===== src/verilog/startup_seq_regs.vh =====
// Purpose: register offsets, fields and reset values of the startup sequencer
// Assumes: APB, 32-bit data, one aligned word per register
// Notes:   definitions only
`ifndef STARTUP_SEQ_REGS_VH
`define STARTUP_SEQ_REGS_VH

`define CTRL_OFS         12'h000
`define CONFIG_OFS       12'h004
`define CMD_OFS          12'h008
`define STATUS_OFS       12'h00c
`define REVISION_OFS     12'h010
`define RATE_OFS         12'h014

// control: start request and option bits
`define CTRL_START       0
`define CTRL_PIPE        1
`define CTRL_DRIVE       2
`define CTRL_PERSIST     3
`define CTRL_SLEEP_PIN   4
`define CTRL_CRC_EN      5
`define CTRL_CM_RESET    6
`define CTRL_SECURITY_LO 7
`define CTRL_SECURITY_HI 8
`define CTRL_PMODE       9
`define CTRL_CLKSEL_LO   10
`define CTRL_CLKSEL_HI   11
`define CTRL_RESET       32'h00000070

// config: phase selections, 4 bits each, done select uses only the low 3
`define CFG_WE_LO        0
`define CFG_FLOAT_LO     4
`define CFG_DONE_LO      8
`define CFG_LOCK_LO      12
`define CFG_MATCH_LO     16
`define CONFIG_RESET     32'h00087456

// phase select encodings
`define PH_COMPLETE      4'h7
`define PH_KEEP          4'h8
`define PH_NOWAIT        4'h7
`define PH_AUTO          4'h8
`define AUTO_MATCH_PHASE 3'h6

// clock source select
`define CLK_CONFIG       2'h0
`define CLK_FABRIC       2'h1
`define CLK_TEST         2'h2

// commands
`define CMD_HALT         0
`define CMD_GLOBAL_HIGH  1

`define REVISION_RESET   32'h0fffffff
`define RATE_RESET       8'h04
`define RATE_MAX         8'h82
`define LAST_PHASE       3'h7
`endif


===== src/verilog/startup_sequencer.v =====
// Purpose: post-configuration startup sequencer with APB registers
// Assumes: pclk 200 MHz; startup clock sources arrive as pclk-synchronous levels
// Notes:   phases advance on rising edges of the selected startup clock
//
// Summary of operation
// - startup clock is config, fabric or test-port clock; config clock by default
// - global write enable asserts at phase 1..6, completion or keep; default 6
// - block RAM read and write blocked until write enable phase reached
// - completion setting asserts write enable once completion input high
// - keep setting holds write enable at present value
// - output float released at phase 1..6, completion or keep; default 5
// - completion releases float on completion input; keep retains float value
// - optional stall at phase 0..6 for clock manager locks; no-wait default
// - optional stall at phase 0..6 for impedance match locks; auto default
// - completion signal at phase 1..6, default 4, later when pipelined
// - pipelined: wait done pin, then a startup clock edge, then completion
// - done pin open-drain by default, optional active high drive
// - persistence keeps configuration pins after startup, per mode
// - CRC check on by default; off selects fixed pattern check
// - clock manager reset on halt plus global-high commands when enabled
// - done pin reused as sleep indication after completion when enabled
// - 32-bit revision code, default 0x0fffffff pattern as printed
// - master-mode config clock rate selectable 4 to 130 MHz, default 4
`timescale 1ns/1ps
module startup_sequencer (
  input  wire        pclk,
  input  wire        presetn,
  input  wire        psel,
  input  wire        penable,
  input  wire        pwrite,
  input  wire [11:0] paddr,
  input  wire [31:0] pwdata,
  output reg  [31:0] prdata,
  output reg         pready,
  output reg         pslverr,
  input  wire        config_clock,
  input  wire        fabric_clock_source,
  input  wire        test_port_clock_source,
  input  wire        clock_manager_locked,
  input  wire        impedance_control_locked,
  input  wire        done_pin_in,
  input  wire        sleep_request,
  output reg         done_pin_out,
  output reg         done_pin_oe,
  output reg         global_write_enable,
  output reg         global_output_float,
  output reg         block_ram_enable,
  output reg         config_pins_persist,
  output reg         parallel_pins_persist,
  output reg         readback_allowed,
  output reg         reconfig_allowed,
  output reg         fixed_pattern_check,
  output reg         clock_manager_reset,
  output reg  [7:0]  config_clock_rate,
  output reg  [31:0] design_revision_code
);
`include "startup_seq_regs.vh"

  reg  [31:0] ctrl_reg;
  reg  [31:0] config_reg;
  reg  [7:0]  rate_reg;
  reg  [31:0] revision_reg;
  reg  [2:0]  phase_reg;
  reg         running_reg;
  reg         finished_reg;
  reg         clk_prev_reg;
  reg         done_act_reg;
  reg         pipe_wait_reg;
  reg         pipe_done_reg;
  reg         halt_seen_reg;
  reg  [31:0] rdata_next;
  reg         seq_clk;
  reg         lock_hold;
  wire        we_level;
  wire        float_level;
  wire        acc;
  wire        wr;
  wire        step;
  wire        restart;
  wire        completion_input;
  wire [3:0]  we_sel;
  wire [3:0]  float_sel;
  wire [2:0]  done_sel;
  wire [3:0]  lock_sel;
  wire [3:0]  match_sel;
  wire [1:0]  security;
  wire        mapped;

  assign acc       = psel && penable;
  assign wr        = acc && pwrite;
  assign we_sel    = config_reg[`CFG_WE_LO+3:`CFG_WE_LO];
  assign float_sel = config_reg[`CFG_FLOAT_LO+3:`CFG_FLOAT_LO];
  assign done_sel  = config_reg[`CFG_DONE_LO+2:`CFG_DONE_LO];
  assign lock_sel  = config_reg[`CFG_LOCK_LO+3:`CFG_LOCK_LO];
  assign match_sel = config_reg[`CFG_MATCH_LO+3:`CFG_MATCH_LO];
  assign security  = ctrl_reg[`CTRL_SECURITY_HI:`CTRL_SECURITY_LO];
  assign mapped    = paddr == `CTRL_OFS || paddr == `CONFIG_OFS || paddr == `CMD_OFS ||
                     paddr == `STATUS_OFS || paddr == `REVISION_OFS || paddr == `RATE_OFS;

  ////////////////////////////////////////////////////////////////////////////
  // startup clock select and edge detect
  always @* begin
    case (ctrl_reg[`CTRL_CLKSEL_HI:`CTRL_CLKSEL_LO])
      `CLK_CONFIG: seq_clk = config_clock;
      `CLK_FABRIC: seq_clk = fabric_clock_source;
      `CLK_TEST:   seq_clk = test_port_clock_source;
      default:     seq_clk = config_clock;
    endcase
  end

  // lock waits stall the phase selected for them
  always @* begin
    lock_hold = 1'b0;
    if (lock_sel != `PH_NOWAIT && lock_sel < 4'h7 &&
        {1'b0, phase_reg} == lock_sel && !clock_manager_locked)
      lock_hold = 1'b1;
    if (match_sel != `PH_NOWAIT && !impedance_control_locked) begin
      if (match_sel == `PH_AUTO && phase_reg == `AUTO_MATCH_PHASE)
        lock_hold = 1'b1;
      else if (match_sel < 4'h7 && {1'b0, phase_reg} == match_sel)
        lock_hold = 1'b1;
    end
  end

  assign step    = running_reg && seq_clk && !clk_prev_reg && !lock_hold;
  assign restart = wr && paddr == `CTRL_OFS && pwdata[`CTRL_START] && !running_reg;
  // completion input: pin level, or its copy after a startup edge when pipelined
  assign completion_input = ctrl_reg[`CTRL_PIPE] ? pipe_done_reg
                                                 : (done_pin_in && done_act_reg);

  ////////////////////////////////////////////////////////////////////////////
  // phase counter
  always @(posedge pclk or negedge presetn) begin
    if (!presetn) begin
      phase_reg     <= 3'h0;
      running_reg   <= 1'b0;
      finished_reg  <= 1'b0;
      clk_prev_reg  <= 1'b0;
      done_act_reg  <= 1'b0;
      pipe_wait_reg <= 1'b0;
      pipe_done_reg <= 1'b0;
    end else begin
      clk_prev_reg <= seq_clk;
      if (restart) begin
        phase_reg     <= 3'h0;
        running_reg   <= 1'b1;
        finished_reg  <= 1'b0;
        done_act_reg  <= 1'b0;
        pipe_wait_reg <= 1'b0;
        pipe_done_reg <= 1'b0;
      end else if (step) begin
        phase_reg <= phase_reg + 3'h1;
        if (phase_reg + 3'h1 == done_sel)
          done_act_reg <= 1'b1;
        if (phase_reg + 3'h1 == `LAST_PHASE)
          running_reg <= 1'b0;
      end
      // pipelined: done pin seen, then one more startup edge
      if (!restart && ctrl_reg[`CTRL_PIPE] && done_act_reg && done_pin_in)
        pipe_wait_reg <= 1'b1;
      if (!restart && pipe_wait_reg && seq_clk && !clk_prev_reg)
        pipe_done_reg <= 1'b1;
      if (!restart && completion_input)
        finished_reg <= 1'b1;
    end
  end

  ////////////////////////////////////////////////////////////////////////////
  // write enable and output float actions
  phase_action u_we (
    .pclk             (pclk),
    .presetn          (presetn),
    .restart          (restart),
    .step             (step),
    .phase            (phase_reg),
    .select           (we_sel),
    .completion_input (completion_input),
    .init_level       (1'b0),
    .level            (we_level)
  );

  // level marks the release, so reset leaves outputs floated and keep holds them as they are
  phase_action u_float (
    .pclk             (pclk),
    .presetn          (presetn),
    .restart          (restart),
    .step             (step),
    .phase            (phase_reg),
    .select           (float_sel),
    .completion_input (completion_input),
    .init_level       (1'b0),
    .level            (float_level)
  );

  ////////////////////////////////////////////////////////////////////////////
  // registers
  always @(posedge pclk or negedge presetn) begin
    if (!presetn) begin
      ctrl_reg      <= `CTRL_RESET;
      config_reg    <= `CONFIG_RESET;
      rate_reg      <= `RATE_RESET;
      revision_reg  <= `REVISION_RESET;
      halt_seen_reg <= 1'b0;
    end else begin
      if (wr && paddr == `CTRL_OFS)
        ctrl_reg <= {20'h00000, pwdata[11:1], 1'b0};
      if (wr && paddr == `CONFIG_OFS && !running_reg)
        config_reg <= {12'h000, pwdata[19:0]};
      if (wr && paddr == `RATE_OFS && pwdata[7:0] >= `RATE_RESET && pwdata[7:0] <= `RATE_MAX)
        rate_reg <= pwdata[7:0];
      if (wr && paddr == `REVISION_OFS)
        revision_reg <= pwdata;
      if (wr && paddr == `CMD_OFS && pwdata[`CMD_HALT])
        halt_seen_reg <= 1'b1;
      else if (wr && paddr == `CMD_OFS && pwdata[`CMD_GLOBAL_HIGH])
        halt_seen_reg <= 1'b0;
    end
  end

  always @* begin
    rdata_next = 32'h00000000;
    case (paddr)
      `CTRL_OFS:     rdata_next = {ctrl_reg[31:1], running_reg};
      `CONFIG_OFS:   rdata_next = config_reg;
      `STATUS_OFS:   rdata_next = {24'h000000, finished_reg, done_act_reg, lock_hold,
                                   global_write_enable, phase_reg, running_reg};
      `REVISION_OFS: rdata_next = (security == 2'h0) ? revision_reg : 32'h00000000;
      `RATE_OFS:     rdata_next = {24'h000000, rate_reg};
      default:       rdata_next = 32'h00000000;
    endcase
  end

  ////////////////////////////////////////////////////////////////////////////
  // bus answer and registered outputs
  always @(posedge pclk or negedge presetn) begin
    if (!presetn) begin
      prdata                <= 32'h00000000;
      pready                <= 1'b0;
      pslverr               <= 1'b0;
      done_pin_out          <= 1'b0;
      done_pin_oe           <= 1'b0;
      global_write_enable   <= 1'b0;
      global_output_float   <= 1'b1;
      block_ram_enable      <= 1'b0;
      config_pins_persist   <= 1'b0;
      parallel_pins_persist <= 1'b0;
      readback_allowed      <= 1'b1;
      reconfig_allowed      <= 1'b1;
      fixed_pattern_check   <= 1'b0;
      clock_manager_reset   <= 1'b0;
      config_clock_rate     <= `RATE_RESET;
      design_revision_code  <= `REVISION_RESET;
    end else begin
      pready  <= psel && !penable;
      pslverr <= psel && !penable && !mapped;
      prdata  <= (psel && !penable && !pwrite) ? rdata_next : 32'h00000000;
      global_write_enable <= we_level;
      block_ram_enable    <= we_level;
      global_output_float <= ~float_level;
      if (finished_reg && ctrl_reg[`CTRL_SLEEP_PIN]) begin
        done_pin_out <= ~sleep_request;
        done_pin_oe  <= ctrl_reg[`CTRL_DRIVE] ? 1'b1 : sleep_request;
      end else begin
        done_pin_out <= done_act_reg && ctrl_reg[`CTRL_DRIVE];
        done_pin_oe  <= ctrl_reg[`CTRL_DRIVE] ? done_act_reg : ~done_act_reg;
      end
      config_pins_persist   <= finished_reg && ctrl_reg[`CTRL_PERSIST];
      parallel_pins_persist <= finished_reg && ctrl_reg[`CTRL_PERSIST] &&
                               ctrl_reg[`CTRL_PMODE];
      readback_allowed      <= security == 2'h0;
      reconfig_allowed      <= security != 2'h2;
      fixed_pattern_check   <= ~ctrl_reg[`CTRL_CRC_EN];
      clock_manager_reset   <= ctrl_reg[`CTRL_CM_RESET] && halt_seen_reg &&
                               wr && paddr == `CMD_OFS && pwdata[`CMD_GLOBAL_HIGH];
      config_clock_rate     <= rate_reg;
      design_revision_code  <= revision_reg;
    end
  end

endmodule


===== src/verilog/phase_action.v =====
// Purpose: one startup action, set on reaching its phase
// Assumes: phase select of 1..6, completion or keep
// Notes:   keep holds the current level
`timescale 1ns/1ps
module phase_action (
  input  wire       pclk,
  input  wire       presetn,
  input  wire       restart,
  input  wire       step,
  input  wire [2:0] phase,
  input  wire [3:0] select,
  input  wire       completion_input,
  input  wire       init_level,
  output reg        level
);
`include "startup_seq_regs.vh"

  always @(posedge pclk or negedge presetn) begin
    if (!presetn) begin
      level <= 1'b0;
    end else if (restart && select != `PH_KEEP) begin
      level <= init_level;
    end else if (select == `PH_KEEP) begin
      level <= level;
    end else if (select == `PH_COMPLETE) begin
      if (completion_input)
        level <= ~init_level;
    end else if (step && {1'b0, phase} + 4'h1 == select) begin
      level <= ~init_level;
    end
  end

endmodule


===== config.mk =====
export PLATFORM = sky130hd
export DESIGN_NAME = startup_sequencer
export DESIGN_NICKNAME = d
export VERILOG_FILES = /design/src/verilog/startup_sequencer.v /design/src/verilog/phase_action.v
export VERILOG_INCLUDE_DIRS = /design/src /design/src/verilog
export SDC_FILE = /design/constraint.sdc
export NUM_CORES = 1
export LEC_CHECK = 0
export ABC_CLOCK_PERIOD_IN_PS = 5700
export CAP_MARGIN = 40
export CELL_PAD_IN_SITES_DETAIL_PLACEMENT = 0
export CELL_PAD_IN_SITES_GLOBAL_PLACEMENT = 1
export CORE_AREA = 2 2 153 155
export DETAILED_ROUTE_END_ITERATION = 7
export DIE_AREA = 0 0 155 157
export DONT_BUFFER_PORTS = 1
export PLACE_DENSITY = 0.58
export SYNTH_ARGS = -nofsm -noshare
export SYNTH_HDL_FRONTEND = slang
export SYNTH_SLANG_ARGS = --single-unit

===== constraint.sdc =====
create_clock -name pclk -period 5.7 [get_ports pclk]
set_input_delay 0.57 -clock pclk [delete_from_list [all_inputs] [get_ports pclk]]
set_output_delay 0.57 -clock pclk [all_outputs]
set_load 0.05 [all_outputs]

==> impl_metrics.yaml <==
critical_path:
  worstPathBufferInverterCount: 1
  cp-start-kind: "register"
  critical-path-slowest-cell: "dfrtp_1"
  crit_end: "u_float.level"
  critPathMaxFanout: 12
  critical_path.top_delay_family: "compound AO/OA/AOI/OAI gates"
  path_cells: "inv_1 > ha_1 > or3b_2 > a21oi_1 > a2111oi_0 > o21ai_0 > o31ai_1"
  regToRegSetupSlack_ps: 3080
  cp-startpoint: "phase_reg[0]"
  cpPeakStageDelay_ps: 620
  critPathKind: "register to register"
  arrival_ps: 2950
  r2r-start: "phase_reg[0]"
  critical_path_cell_count: 7
  rr_worst_depth: 7
  cp_data_required_time_ps: 6020
  timing.rr.end: "u_float.level"
  worst_setup_path_end_kind: "register"
synth:
  synthesis.nets: 554
  ys_seq_area_frac: 0.636
  synth_area_mm2: 0.00671
  ys_top_cells_by_area: "dfrtp_1, dfstp_2, mux2_2"
  yosys_warnings: 0
  synth_cell_types: 60
  synth_top_family_by_area: "multiplexers"
  synth_top_area_frac: 0.350
  muxShareOfSynthArea: 0.132
  synth-compound-area-share: 0.0805
  synth_top_flop_cell: "dfrtp_1"
  synthAdderAreaFrac: 0.0112
  yosys.area_share.simple: 0.0968
  synth_area_leader_cell: "dfrtp_1"
  synth.avg_cell_area_um2: 13.6
  synthArstFlopShare: 1.00
  syn_inst: 492
  synth_edf_count: 0
  synth-seq-cells: 167
  synth_xor_area_frac: 0.0170
drt:
  drt-vias-per-instance: 4.94
  vias: 3915
  drc_errors: 0
  drt-total-wl_um: 16700
  final_antenna_net_count: 0
  firstDrtPassIters: 4
  dr.first_iter.drc_count: 158
  wire_per_inst_um: 21.0
cells_and_area:
  final_net_count: 557
  fin_util: 0.340
  final_common_cell: "dfrtp_1"
  fin_area_mm2: 0.00765
  diodes: 0
  drive_above_1_share: 0.313
  final_cell_mix: "dfrtp_1, dfstp_2, mux2_2"
  syn_to_final_growth_pct: 13.9
  fin_cells: 793
global_routing:
  grt-ovfl-total: 0
  grt_pass1_vias: 4167
  track_usage: 0.143
  grt_pass1_wl_um: 25900
  grt_antenna_before_repair: 0
  grt_start_max_net_pins: 136
placed_design:
  post-place-cells: 759
  dp_slack_ps: 2880
  port_buffers: 0
  hpwl_um: 11200
  gp_congestion: 0.810
  placedInstanceArea_mm2: 0.00701
sta:
  min_period_over_period: 0.460
  period_minus_slack_ps: 2620
  tightest_slew_ps: 757
  finalHoldViolCount: 0
  layout_setup_ws_ps: 3080
  rsz0062_at_grt: "no"
  slew_viol_final: 0
  finalSetupTns_ps: 0
  holdWs_ps: 138
  fin_skew_ps: 8.44
  max-slew-margin-rel: 0.493
  setup_viol_count_final: 0
  fmax_mhz: 381
floorplan:
  die-area_mm2: 0.0243
  std_cell_rows: 55
  ioPinCount: 141
  die_h_um: 157
  core-area_mm2: 0.0225
  start_util: 0.298
  die_width_um: 155
power_and_ir_drop:
  p_leak_nw: 3.37
  powerDensity_mw_per_mm2: 312
  finalPower_mw: 2.38
  max-vdd-ir-drop_uv: 177
clock_tree:
  cts_setup_buffers: 0
  cts.sinks: 167
  clkLatencyLatePin_ps: 430
  clk_pin_slew_ps: 70
  clockBufferDepth: 2
  cts_buffers: 17
  cts_tree: "built"
  root_buffer: "clkbuf_16"
  h-tree-depth: 4
  ctsResizeCount: 0
hold_path:
  hp-class: "input pin to asynchronous set/reset pin"
run:
  max_cap_violations: 0
outcome:
  status: "finished, final reports clean"
## metal layers
metal / up-vias / GRT usage / part of all wire
met5: - / 0 / 0
met4: 0 / 0.0401 / 0.011
met3: 14 / 0.0520 / 0.065
met2: 120 / 0.227 / 0.48
met1: 2025 / 0.185 / 0.45
li1: 1756 / - / -
## kinds of logic after synthesis
logic type,count (synthesis)
adders and majority gates,6
and+or+nand+nor,116
DFF,167
muxes,80
AOI/OAI and AO/OA,74
xor gates and xnor gates,13
buffers and inverters,36
## how the worst min path moves through the flow
stage                      endpoint  slack [ps]  cells after the start
2_1_floorplan      block_ram_enable         270                      0
3_3_place_gp              prdata[6]         290                      0
3_5_place_dp   config_clock_rate[6]         280                      0
4_1_cts            revision_reg[31]         160                      1
5_1_grt         clock_manager_reset         140                      1
6_report       config_clock_rate[0]         140                      1
## where the power goes
group | total (mW) | switching [mW] | internal (mW)
Combinational | 0.0457 | 0.0348 | 0.0109
Clock | 1.14 | 0.519 | 0.622
Sequential | 1.20 | 0.00590 | 1.19
Total | 2.38 | 0.560 | 1.82
## cell usage after synthesis (6+ instances only)
| master | instances |
|---|---|
| xor2_1 | 10 |
| dfrtp_1 | 94 |
| a21oi_1 | 8 |
| nand2_1 | 21 |
| a22oi_1 | 18 |
| mux2_1 | 30 |
| o21ai_0 | 13 |
| ha_1 | 6 |
| o2bb2ai_1 | 7 |
| and2_1 | 13 |
| mux2_2 | 38 |
| inv_1 | 13 |
| buf_2 | 8 |
| clkbuf_1 | 8 |
| a22o_1 | 12 |
| dfstp_2 | 73 |
| nand3_1 | 6 |
| nor2_1 | 35 |
| mux2i_1 | 12 |
## final cells by class
type | count | area (um2)
clock buffers | 18 | 429
clock inverters | 14 | 158
well taps | 285 | 357
repair buffers | 7 | 120
fillers | 2177 | 14900
inverters | 13 | 48.8
flip-flops and latches | 167 | 4270
multi-input cells | 289 | 2260
## timing repair
action,4_1_cts,5_1_grt
hold endpoints to repair,135,0
endpoints found under the setup margin,0,0
hold buffers,2,0
No activity file was read; power rests on OpenSTA's default activity.
